<file path="src/hw/pin_mux_pkg.sv">
// Purpose: Shared constants for the port function multiplexer
// Assumes: Three roles per pin, encoded in two selector bits
// Notes:   Role code 3 is treated as primary
package pin_mux_pkg;
  localparam logic [1:0] ROLE_PRIMARY   = 2'h0;
  localparam logic [1:0] ROLE_SECONDARY = 2'h1;
  localparam logic [1:0] ROLE_TERTIARY  = 2'h2;
  localparam int unsigned SEL_W         = 2;
  localparam int unsigned P2_W          = 3;
  localparam int unsigned P4_W          = 4;
  localparam int unsigned P8_W          = 8;
  localparam logic [7:0] EXI_EN_RESET   = 8'h00;
  localparam logic [7:0] EXI_EDGE_RESET = 8'h00;
  localparam logic [1:0] SYNC_RESET     = 2'h0;
endpackage

</file>
<file path="src/hw/pin_edge_sync.sv">
// Purpose: Two-stage synchroniser with edge detection for a pin
// Assumes: Single clock, synchronous active-high reset
// Notes:   First stage feeds only the second stage
`timescale 1ns/1ps
module pin_edge_sync #(
  parameter int W = 1
) (
  // Clock and reset
  input  wire logic         clk,
  input  wire logic         rst,
  // Pin side
  input  wire logic [W-1:0] pin_in,
  // Synchronised side
  output logic      [W-1:0] level,
  output logic      [W-1:0] rise,
  output logic      [W-1:0] fall
);
  logic [W-1:0] meta_r;
  logic [W-1:0] sync_r;
  logic [W-1:0] prev_r;
  logic [1:0]   arm_r;
  logic         armed;

  // Edges are held off until all stages carry the pin, so a pulled-up pin gives no false edge
  assign armed = (arm_r == 2'h3);

  always_ff @(posedge clk) begin
    if (rst) begin
      meta_r <= '0;
      sync_r <= '0;
      prev_r <= '0;
      arm_r  <= 2'h0;
    end else begin
      meta_r <= pin_in;
      sync_r <= meta_r;
      prev_r <= sync_r;
      if (!armed) begin
        arm_r <= arm_r + 2'h1;
      end
    end
  end

  assign level = sync_r;
  assign rise  = sync_r & ~prev_r & {W{armed}};
  assign fall  = ~sync_r & prev_r & {W{armed}};
endmodule

</file>
<file path="src/hw/port_function_multiplexer.sv">
// Purpose: Per-pin role selection between port, peripheral and analog functions
// Assumes: One 25 MHz clock; pins arrive asynchronously and are synchronised
// Notes:   Outputs are registered, so pin effects lag the selectors by one cycle
`timescale 1ns/1ps
// Overview of operation
// - Secondary or tertiary role cuts the port from a pin only where that role has a function routed to it.
// - Pin input levels stay readable in port data even in peripheral roles.
// - While the reset pin is low the system stays in reset.
// - When the reset pin returns high the system leaves reset.
// - Both edges of the non-maskable input raise a request.
// - Each external interrupt input has its own enable and edge choice.
// - External interrupt inputs 0 to 7 sit on port 8 bits 0 to 7.
// - Port 2 bit 0 secondary role drives the slow clock.
// - Port 2 bit 1 secondary role drives the fast clock.
// - Port 2 bits 0 to 2 primary role drive port data ORed with the LED outputs where LED_MODE is set.
// - Serial channel 0 tertiary on port 4 bits 0-2 or port 8 bits 0-2.
// - Serial channel 1 tertiary on port 8 bits 4-6, secondary on port 4 0-2.
// - Serial clock pins drive when generating, sample when receiving.
// - UART transmit on port 8 bit 7, receive on bit 6, secondary.
// - I2C data on port 8 bit 0 is open drain, low or released.
// - I2C clock on port 8 bit 1 is open drain; board adds pull-ups.
// - Analog channels 0-2 on port 4 bits 0-2, channel 3 on bit 3.
module port_function_multiplexer #(
  parameter bit HAS_CH3 = 1'b1
) (
  // Clock and reset
  input  wire logic       CLK_SYS,
  input  wire logic       RESET,
  // Reset pin and system reset
  input  wire logic       RESET_PIN_N,
  output logic            SYS_RESET,
  // Role selectors, two bits per pin
  input  wire logic [5:0] P2_ROLE_SEL,
  input  wire logic [7:0] P4_ROLE_SEL,
  input  wire logic [15:0] P8_ROLE_SEL,
  // Port data registers (software side)
  input  wire logic [2:0] P2_PORT_OUT,
  input  wire logic [3:0] P4_PORT_OUT,
  input  wire logic [3:0] P4_PORT_OE,
  input  wire logic [7:0] P8_PORT_OUT,
  input  wire logic [7:0] P8_PORT_OE,
  output logic      [3:0] P4_PORT_DATA_REG,
  output logic      [7:0] P8_PORT_DATA_REG,
  // LED and clock sources
  input  wire logic [2:0] LED_DRIVE_OUTPUTS,
  input  wire logic [2:0] LED_MODE,
  input  wire logic       SLOW_CLOCK_OUT,
  input  wire logic       FAST_CLOCK_OUT,
  // Serial channel 0
  input  wire logic       SERIAL0_PIN_SET,
  input  wire logic       SERIAL0_DATA_OUT,
  input  wire logic       SERIAL0_CLOCK_OUT,
  input  wire logic       SERIAL0_CLOCK_MASTER,
  output logic            SERIAL0_DATA_IN,
  output logic            SERIAL0_CLOCK_IN,
  // Serial channel 1
  input  wire logic       SERIAL1_DATA_OUT,
  input  wire logic       SERIAL1_CLOCK_OUT,
  input  wire logic       SERIAL1_CLOCK_MASTER,
  output logic            SERIAL1_DATA_IN,
  output logic            SERIAL1_CLOCK_IN,
  // UART
  input  wire logic       UART_TRANSMIT_LINE,
  output logic            UART_RECEIVE_LINE,
  // I2C
  input  wire logic       I2C_SDA_PULL_LOW,
  input  wire logic       I2C_SCL_PULL_LOW,
  output logic            I2C_SDA_IN,
  output logic            I2C_SCL_IN,
  // Analog
  output logic      [3:0] ANALOG_ENABLE,
  // Interrupts
  input  wire logic       NMI_PIN,
  input  wire logic [7:0] EXI_ENABLE,
  input  wire logic [7:0] EXI_EDGE_FALL,
  output logic            NMI_REQUEST,
  output logic      [7:0] EXI_REQUEST,
  // Pins
  output logic      [2:0] P2_OUT,
  input  wire logic [3:0] P4_IN,
  output logic      [3:0] P4_OUT,
  output logic      [3:0] P4_OE,
  input  wire logic [7:0] P8_IN,
  output logic      [7:0] P8_OUT,
  output logic      [7:0] P8_OE
);
  localparam logic [1:0] PRI = pin_mux_pkg::ROLE_PRIMARY;
  localparam logic [1:0] SEC = pin_mux_pkg::ROLE_SECONDARY;
  localparam logic [1:0] TER = pin_mux_pkg::ROLE_TERTIARY;

  function automatic logic [1:0] role_of(input logic [15:0] sel, input int idx);
    logic [1:0] r;
    r = sel[idx*2 +: 2];
    if (r == 2'h3) begin
      r = PRI;
    end
    return r;
  endfunction

  // Synchronised pins
  logic [3:0] p4_lvl;
  logic [7:0] p8_lvl;
  logic [7:0] p8_rise;
  logic [7:0] p8_fall;
  logic       nmi_lvl;
  logic       nmi_rise;
  logic       nmi_fall;
  logic       rst_lvl;
  logic       rst_unused_r;
  logic       rst_unused_f;

  pin_edge_sync #(.W(4)) u_p4 (
    .clk(CLK_SYS), .rst(RESET), .pin_in(P4_IN),
    .level(p4_lvl), .rise(), .fall()
  );
  pin_edge_sync #(.W(8)) u_p8 (
    .clk(CLK_SYS), .rst(RESET), .pin_in(P8_IN),
    .level(p8_lvl), .rise(p8_rise), .fall(p8_fall)
  );
  pin_edge_sync #(.W(1)) u_nmi (
    .clk(CLK_SYS), .rst(RESET), .pin_in(NMI_PIN),
    .level(nmi_lvl), .rise(nmi_rise), .fall(nmi_fall)
  );
  pin_edge_sync #(.W(1)) u_rst (
    .clk(CLK_SYS), .rst(RESET), .pin_in(RESET_PIN_N),
    .level(rst_lvl), .rise(rst_unused_r), .fall(rst_unused_f)
  );

  // Role decode per pin
  logic [15:0] p2_sel16;
  logic [15:0] p4_sel16;
  assign p2_sel16 = {10'h000, P2_ROLE_SEL};
  assign p4_sel16 = {8'h00, P4_ROLE_SEL};

  logic [2:0] p2_role_sec;
  logic [3:0] p4_role_sec;
  logic [3:0] p4_role_ter;
  logic [7:0] p8_role_sec;
  logic [7:0] p8_role_ter;

  genvar g;
  generate
    for (g = 0; g < 3; g++) begin : g_p2
      assign p2_role_sec[g] = (role_of(p2_sel16, g) == SEC);
    end
    for (g = 0; g < 4; g++) begin : g_p4
      assign p4_role_sec[g] = (role_of(p4_sel16, g) == SEC);
      assign p4_role_ter[g] = (role_of(p4_sel16, g) == TER);
    end
    for (g = 0; g < 8; g++) begin : g_p8
      assign p8_role_sec[g] = (role_of(P8_ROLE_SEL, g) == SEC);
      assign p8_role_ter[g] = (role_of(P8_ROLE_SEL, g) == TER);
    end
  endgenerate

  // Serial channel 0 uses the port 4 set or the port 8 set, both tertiary
  logic s0_on_p4;
  logic s0_on_p8;
  assign s0_on_p4 = ~SERIAL0_PIN_SET;
  assign s0_on_p8 = SERIAL0_PIN_SET;

  // Port 2 output mux, output only
  logic [2:0] p2_pri;
  logic [2:0] p2_nxt;
  assign p2_pri = P2_PORT_OUT | (LED_MODE & LED_DRIVE_OUTPUTS);
  assign p2_nxt[0] = p2_role_sec[0] ? SLOW_CLOCK_OUT : p2_pri[0];
  assign p2_nxt[1] = p2_role_sec[1] ? FAST_CLOCK_OUT : p2_pri[1];
  assign p2_nxt[2] = p2_pri[2];

  // Port 4 output mux
  logic [3:0] p4_out_nxt;
  logic [3:0] p4_oe_nxt;
  logic [3:0] p4_per_out;
  logic [3:0] p4_per_oe;
  logic       p4_ter0;
  logic       p4_ter1;
  logic       p4_ter2;
  assign p4_ter0 = p4_role_ter[0] & s0_on_p4;
  assign p4_ter1 = p4_role_ter[1] & s0_on_p4;
  assign p4_ter2 = p4_role_ter[2] & s0_on_p4;

  assign p4_per_out[0] = 1'b0;
  assign p4_per_oe[0]  = 1'b0;
  assign p4_per_out[1] = p4_ter1 ? SERIAL0_CLOCK_OUT : SERIAL1_CLOCK_OUT;
  assign p4_per_oe[1]  = p4_ter1 ? SERIAL0_CLOCK_MASTER
                                 : (p4_role_sec[1] & SERIAL1_CLOCK_MASTER);
  assign p4_per_out[2] = p4_ter2 ? SERIAL0_DATA_OUT : SERIAL1_DATA_OUT;
  assign p4_per_oe[2]  = p4_ter2 | p4_role_sec[2];
  assign p4_per_out[3] = 1'b0;
  assign p4_per_oe[3]  = 1'b0;

  logic [3:0] p4_is_per;
  assign p4_is_per = {1'b0, p4_ter2 | p4_role_sec[2], p4_ter1 | p4_role_sec[1],
                      p4_ter0 | p4_role_sec[0]};
  assign p4_out_nxt = (p4_is_per & p4_per_out) | (~p4_is_per & P4_PORT_OUT);
  assign p4_oe_nxt  = (p4_is_per & p4_per_oe) | (~p4_is_per & P4_PORT_OE);

  // Analog channels when pin is not routed to a peripheral and not driven as an output
  logic [3:0] ana_nxt;
  assign ana_nxt = ~p4_is_per & ~P4_PORT_OE & {HAS_CH3, 3'b111};

  // Port 8 output mux
  logic [7:0] p8_is_per;
  logic [7:0] p8_per_out;
  logic [7:0] p8_per_oe;
  logic       s0_t0;
  logic       s0_t1;
  logic       s0_t2;
  assign s0_t0 = p8_role_ter[0] & s0_on_p8;
  assign s0_t1 = p8_role_ter[1] & s0_on_p8;
  assign s0_t2 = p8_role_ter[2] & s0_on_p8;

  // Bit 0: I2C data open drain or serial 0 input
  assign p8_per_out[0] = 1'b0;
  assign p8_per_oe[0]  = p8_role_sec[0] & I2C_SDA_PULL_LOW;
  // Bit 1: I2C clock open drain or serial 0 clock
  assign p8_per_out[1] = s0_t1 ? SERIAL0_CLOCK_OUT : 1'b0;
  assign p8_per_oe[1]  = s0_t1 ? SERIAL0_CLOCK_MASTER
                               : (p8_role_sec[1] & I2C_SCL_PULL_LOW);
  // Bit 2: serial 0 data out
  assign p8_per_out[2] = SERIAL0_DATA_OUT;
  assign p8_per_oe[2]  = s0_t2;
  assign p8_per_out[3] = 1'b0;
  assign p8_per_oe[3]  = 1'b0;
  // Bits 4-6: serial 1 tertiary; bit 6 secondary is UART receive
  assign p8_per_out[4] = 1'b0;
  assign p8_per_oe[4]  = 1'b0;
  assign p8_per_out[5] = SERIAL1_CLOCK_OUT;
  assign p8_per_oe[5]  = p8_role_ter[5] & SERIAL1_CLOCK_MASTER;
  assign p8_per_out[6] = SERIAL1_DATA_OUT;
  assign p8_per_oe[6]  = p8_role_ter[6];
  // Bit 7: UART transmit
  assign p8_per_out[7] = UART_TRANSMIT_LINE;
  assign p8_per_oe[7]  = p8_role_sec[7];

  assign p8_is_per = {p8_role_sec[7], p8_role_sec[6] | p8_role_ter[6], p8_role_ter[5],
                      p8_role_ter[4], 1'b0, s0_t2, p8_role_sec[1] | s0_t1,
                      p8_role_sec[0] | s0_t0};

  logic [7:0] p8_out_nxt;
  logic [7:0] p8_oe_nxt;
  assign p8_out_nxt = (p8_is_per & p8_per_out) | (~p8_is_per & P8_PORT_OUT);
  assign p8_oe_nxt  = (p8_is_per & p8_per_oe) | (~p8_is_per & P8_PORT_OE);

  // Peripheral inputs taken from synchronised pins
  logic s0_din_nxt;
  logic s0_ck_nxt;
  logic s1_din_nxt;
  logic s1_ck_nxt;
  assign s0_din_nxt = s0_on_p8 ? p8_lvl[0] : p4_lvl[0];
  assign s0_ck_nxt  = s0_on_p8 ? p8_lvl[1] : p4_lvl[1];
  assign s1_din_nxt = p8_role_ter[4] ? p8_lvl[4] : p4_lvl[0];
  assign s1_ck_nxt  = p8_role_ter[5] ? p8_lvl[5] : p4_lvl[1];

  // External interrupts on port 8, edge chosen per bit
  logic [7:0] exi_nxt;
  assign exi_nxt = EXI_ENABLE & ((EXI_EDGE_FALL & p8_fall) | (~EXI_EDGE_FALL & p8_rise));

  // Registered outputs
  always_ff @(posedge CLK_SYS) begin
    if (RESET) begin
      SYS_RESET         <= 1'b1;
      P2_OUT            <= '0;
      P4_OUT            <= '0;
      P4_OE             <= '0;
      P8_OUT            <= '0;
      P8_OE             <= '0;
      P4_PORT_DATA_REG  <= '0;
      P8_PORT_DATA_REG  <= '0;
      SERIAL0_DATA_IN   <= 1'b0;
      SERIAL0_CLOCK_IN  <= 1'b0;
      SERIAL1_DATA_IN   <= 1'b0;
      SERIAL1_CLOCK_IN  <= 1'b0;
      UART_RECEIVE_LINE <= 1'b1;
      I2C_SDA_IN        <= 1'b1;
      I2C_SCL_IN        <= 1'b1;
      ANALOG_ENABLE     <= '0;
      NMI_REQUEST       <= 1'b0;
      EXI_REQUEST       <= pin_mux_pkg::EXI_EN_RESET;
    end else begin
      SYS_RESET         <= ~rst_lvl;
      P2_OUT            <= p2_nxt;
      P4_OUT            <= p4_out_nxt;
      P4_OE             <= p4_oe_nxt;
      P8_OUT            <= p8_out_nxt;
      P8_OE             <= p8_oe_nxt;
      P4_PORT_DATA_REG  <= p4_lvl;
      P8_PORT_DATA_REG  <= p8_lvl;
      SERIAL0_DATA_IN   <= s0_din_nxt;
      SERIAL0_CLOCK_IN  <= s0_ck_nxt;
      SERIAL1_DATA_IN   <= s1_din_nxt;
      SERIAL1_CLOCK_IN  <= s1_ck_nxt;
      UART_RECEIVE_LINE <= p8_lvl[6];
      I2C_SDA_IN        <= p8_lvl[0];
      I2C_SCL_IN        <= p8_lvl[1];
      ANALOG_ENABLE     <= ana_nxt;
      NMI_REQUEST       <= nmi_rise | nmi_fall;
      EXI_REQUEST       <= exi_nxt;
    end
  end
endmodule

</file>
<file path="config.mk">
export PLATFORM = sky130hd
export DESIGN_NAME = port_function_multiplexer
export DESIGN_NICKNAME = d
export VERILOG_FILES = /design/src/hw/pin_mux_pkg.sv /design/src/hw/pin_edge_sync.sv /design/src/hw/port_function_multiplexer.sv
export SDC_FILE = /design/constraint.sdc
export NUM_CORES = 1
export LEC_CHECK = 0
export ABC_AREA = 1
export BUFFER_PORTS_ARGS = -buffer_cell sky130_fd_sc_hd__buf_2
export CAP_MARGIN = 25
export CORE_MARGIN = 1.5
export CORE_UTILIZATION = 45
export CTS_CLUSTER_DIAMETER = 200
export DETAILED_ROUTE_END_ITERATION = 7
export HOLD_SLACK_MARGIN = 0.08
export PLACE_DENSITY = 0.8
export SLEW_MARGIN = 15
export SYNTH_ARGS = -nofsm -noshare
export SYNTH_HDL_FRONTEND = slang
export SYNTH_SLANG_ARGS = --single-unit
</file>
<file path="constraint.sdc">
create_clock -name CLK_SYS -period 1.4 [get_ports CLK_SYS]
set_input_delay 0.42 -clock CLK_SYS [delete_from_list [all_inputs] [get_ports CLK_SYS]]
set_output_delay 0.42 -clock CLK_SYS [all_outputs]
set_load 0.03 [all_outputs]
</file>
==> flow_summary.yaml <==
run_status:
  outcome: "finished clean"
yosys:
  avg_cell_area_syn_um2: 8.504
  synthCells: 378
  synthArstFlopShare_pct: 0
  synth_largest_area_cell: "sky130_fd_sc_hd__dfxtp_1"
  yosys_warnings: 0
  post_synthesis_net_count: 488
  synth.top_cells.by_area: "sky130_fd_sc_hd__dfxtp_1 (58%), sky130_fd_sc_hd__nor2_1 (11%), sky130_fd_sc_hd__inv_1 (7.9%)"
  number_of_enable_flip_flop_cells_after_synthesis: 0
  post-synth-top-area-fraction_pct: 57.92
  count_leader_synth: "sky130_fd_sc_hd__nor2_1"
  synthesis.area_um2: 3214
  dominantRegCellSynth: "sky130_fd_sc_hd__dfxtp_1"
  synth.top_cells.by_count: "sky130_fd_sc_hd__nor2_1 (95), sky130_fd_sc_hd__dfxtp_1 (93), sky130_fd_sc_hd__inv_1 (68)"
  flip_flop_and_latch_count_after_synthesis: 93
  synth.yosys.seq_area_share_pct: 57.92
  synth.lib_cells_used.distinct: 24
global_route:
  grt_overflow_total: 0
  wire_length_of_the_first_global_routing_pass_mm: 10.87
  first_global_vias: 2640
  gr-usage-all-layers_pct: 18.02
  grt_max_degree: 25
  antenna_found_initial: 0
layout:
  antenna_cells: 0
  syn_to_final_growth_pct: 32.89
  layout.core_utilization_pct: 62.53
  final_cell_count_no_fill: 644
  final.fill_count: 609
  post_route_cells_drive_above_1_share_pct: 35.40
  fin_nets: 653
floorplanning:
  die_height_um: 87.52
  dieArea_um2: 7659
  core_um2: 6832
  die-width_um: 87.52
  floorplan.rows: 30
  initial_core_util_pct: 47.05
  num_io_pins: 167
clocking:
  clock_latency_ns: 0.34
  worst_setup_hold_path_clk_slew_ns: 0.09
  cts_sinks: 93
  post_cts_setup_buffer_count: 0
  cts_made_buffers: 9
  cts_buffer_depth: 2
  level_count_of_the_clock_h_tree: 3
  cts_root_buffer: "sky130_fd_sc_hd__clkbuf_8"
  cts-hold-fix-buffers: 0
  clock_tree_from_tritoncts: "done"
  cts_resized: 0
timing:
  remaining_max_slew_budget_at_the_tightest_pin_pct: 81.30
  fin_crit_ns: 1.331
  timing.hold.ws_ns: 0.2421
  timing.setup.tns_ns: 0
  max_freq_mhz: 751.3
  rsz0062_at_grt: "false"
  timing_worst_slew_pin_value_ns: 0.2788
  timing_max_transition_violations_final: 0
  worst_clock_skew_ns: 0.006898
  finalHoldViolations: 0
  setup_viol: 0
  layout_worst_path_cycle_share_pct: 95.07
worst_hold_path:
  hold_path_class: "in2reg"
  end_point_of_the_most_critical_hold_path: "ANALOG_ENABLE[3]"
  worst_hold_path_cells: 2
  timing.hold.worst.start: "P4_PORT_OE[3]"
worst_setup_path:
  crit_path_cell_trace: "buf_2"
  worstSetupPathType: "reg2out"
  largest_delay_share_family_worst_path: "flip-flops"
  capturing_point_of_the_worst_reg2reg_path: "EXI_REQUEST[4]"
  end_kind: "output pin"
  cpMaxStageDelayCell: "sky130_fd_sc_hd__dfxtp_1"
  critical_path_required_ns: 0.98
  maximum_fanout_count_along_the_critical_path: 3
  crit_arrival_ns: 0.91
  rrSetupSlack_ns: 0.22
  critPathBufInv: 1
  start_kind: "flip-flop"
  worst_r2r_path_depth: 5
  crit-reg2reg-launch: "u_p8.arm_r[0]"
  max_stage_delay_ns: 0.36
power_and_ir_drop:
  power.static_leakage_nw: 2.267
  peakVddDrop_mv: 0.5684
  power.density_cell_area_nw_per_um2: 1252
routing:
  antenna_violating_nets_post_route: 0
  routed_wire_length_per_instance_um: 10.70
  number_of_vias_after_detailed_routing: 2826
  drcViolationCount: 0
  drt_pre_antenna_iters: 4
  drt_wl_total_mm: 6.893
  vias_per_cell: 4.388
  drt_iter0_drc: 113
placed_design:
  port_buffers: 160
  hpwlAfterDp_mm: 5.375
  gp_routability_congestion: 0.7329
  placed_cells: 628
run:
  maxCapViolCount: 0
## state kept, by name, indices dropped and copies added (netlist names), 2 cells and up
register          count
ANALOG_ENABLE         4
EXI_REQUEST           8
P2_OUT                3
P4_OE                 4
P4_OUT                4
P4_PORT_DATA_REG      4
P8_OE                 8
P8_OUT                8
P8_PORT_DATA_REG      8
u_nmi.arm_r           2
u_p4.level            4
u_p4.meta_r           4
u_p8.arm_r            2
u_p8.level            8
u_p8.meta_r           8
## stage by stage
step / worst slack, ns / power (mW) / instance area, um2
2_1_floorplan: 0.3529 / 3.369 / 3214
3_3_place_gp: 0.1779 / 3.620 / 4071
3_5_place_dp: 0.1456 / 3.661 / 4071
4_1_cts: 0.04854 / 5.412 / 4272
5_1_grt: 0.01999 / 5.615 / 4272
6_report: 0.06895 / 5.347 / 4272
## worst max path at each step
| stage | slack (ns) | depth (start not counted) | endpoint | startpoint |
|---|---|---|---|---|
| after floorplan | 0.35 | 4 | P8_OE[6] | P8_ROLE_SEL[12] |
| after global placement | 0.18 | 4 | NMI_REQUEST | RESET |
| after detailed placement | 0.15 | 7 | P4_OUT[1] | SERIAL0_PIN_SET |
| after CTS | 0.05 | 1 | P8_PORT_DATA_REG[3] | P8_PORT_DATA_REG[3] |
| after global routing | 0.02 | 1 | P8_PORT_DATA_REG[3] | P8_PORT_DATA_REG[3] |
| final | 0.07 | 1 | P8_PORT_DATA_REG[1] | P8_PORT_DATA_REG[1] |
## placed cells by master, fill, tap and decap left out
| cell type | instances |
|---|---|
| sky130_fd_sc_hd__a211oi_1 | 1 |
| sky130_fd_sc_hd__a21boi_0 | 8 |
| sky130_fd_sc_hd__a21oi_1 | 15 |
| sky130_fd_sc_hd__buf_2 | 160 |
| sky130_fd_sc_hd__buf_4 | 4 |
| sky130_fd_sc_hd__bufinv_16 | 1 |
| sky130_fd_sc_hd__clkbuf_1 | 1 |
| sky130_fd_sc_hd__clkbuf_8 | 10 |
| sky130_fd_sc_hd__clkinv_2 | 1 |
| sky130_fd_sc_hd__clkinvlp_4 | 2 |
| sky130_fd_sc_hd__dfxtp_1 | 93 |
| sky130_fd_sc_hd__ha_1 | 3 |
| sky130_fd_sc_hd__inv_1 | 68 |
| sky130_fd_sc_hd__inv_2 | 1 |
| sky130_fd_sc_hd__inv_4 | 1 |
| sky130_fd_sc_hd__inv_6 | 1 |
| sky130_fd_sc_hd__nand2_1 | 30 |
| sky130_fd_sc_hd__nand2_2 | 1 |
| sky130_fd_sc_hd__nand3_1 | 15 |
| sky130_fd_sc_hd__nand3b_1 | 1 |
| sky130_fd_sc_hd__nand4_1 | 2 |
| sky130_fd_sc_hd__nor2_1 | 95 |
| sky130_fd_sc_hd__nor2_2 | 2 |
| sky130_fd_sc_hd__nor2_8 | 1 |
| sky130_fd_sc_hd__nor3_1 | 3 |
| sky130_fd_sc_hd__nor3_2 | 8 |
| sky130_fd_sc_hd__o21ai_0 | 16 |
| sky130_fd_sc_hd__o21ai_1 | 1 |
| sky130_fd_sc_hd__o31ai_2 | 1 |
| sky130_fd_sc_hd__xor2_1 | 2 |
## cell type report
cell class	instances	area (um2)	share of cell area (%)
Multi-Input combinational cell	205	993.5	23.26
Tap cell	96	120.1	2.812
Timing Repair Buffer	164	830.8	19.45
Clock inverter	5	58.81	1.377
Sequential cell	93	1862	43.59
Clock buffer	11	141.4	3.310
Inverter	70	265.3	6.210
## where the power goes
part	total, mW	internal (mW)	switching, mW	leakage (nW)
logic	0.738	0.277	0.461	1.40
registers	2.85	2.80	0.0543	0.768
clock network	1.76	0.879	0.878	0.0959
total	5.35	3.95	1.39	2.27
## metal layers
layer / up-vias / global-route usage [%] / share of wire (%) / routed length, um
met5: - / 0 / 0 / 0
met4: 0 / 9.235 / 2.1 / 144
met3: 14 / 3.128 / 5.0 / 344
met2: 92 / 32.87 / 52 / 3615
met1: 1251 / 20.01 / 40 / 2788
li1: 1469 / - / - / -
## logic make-up after synthesis
kind of cell / share of synthesized area (%)
adders and majority gates: 1.168
AOI/OAI and AO/OA: 7.474
buffers and inverters: 11.17
and+or+nand+nor: 21.72
xor gates and xnor gates: 0.5451
DFF: 57.92
Power figures use the tool's default switching activity.
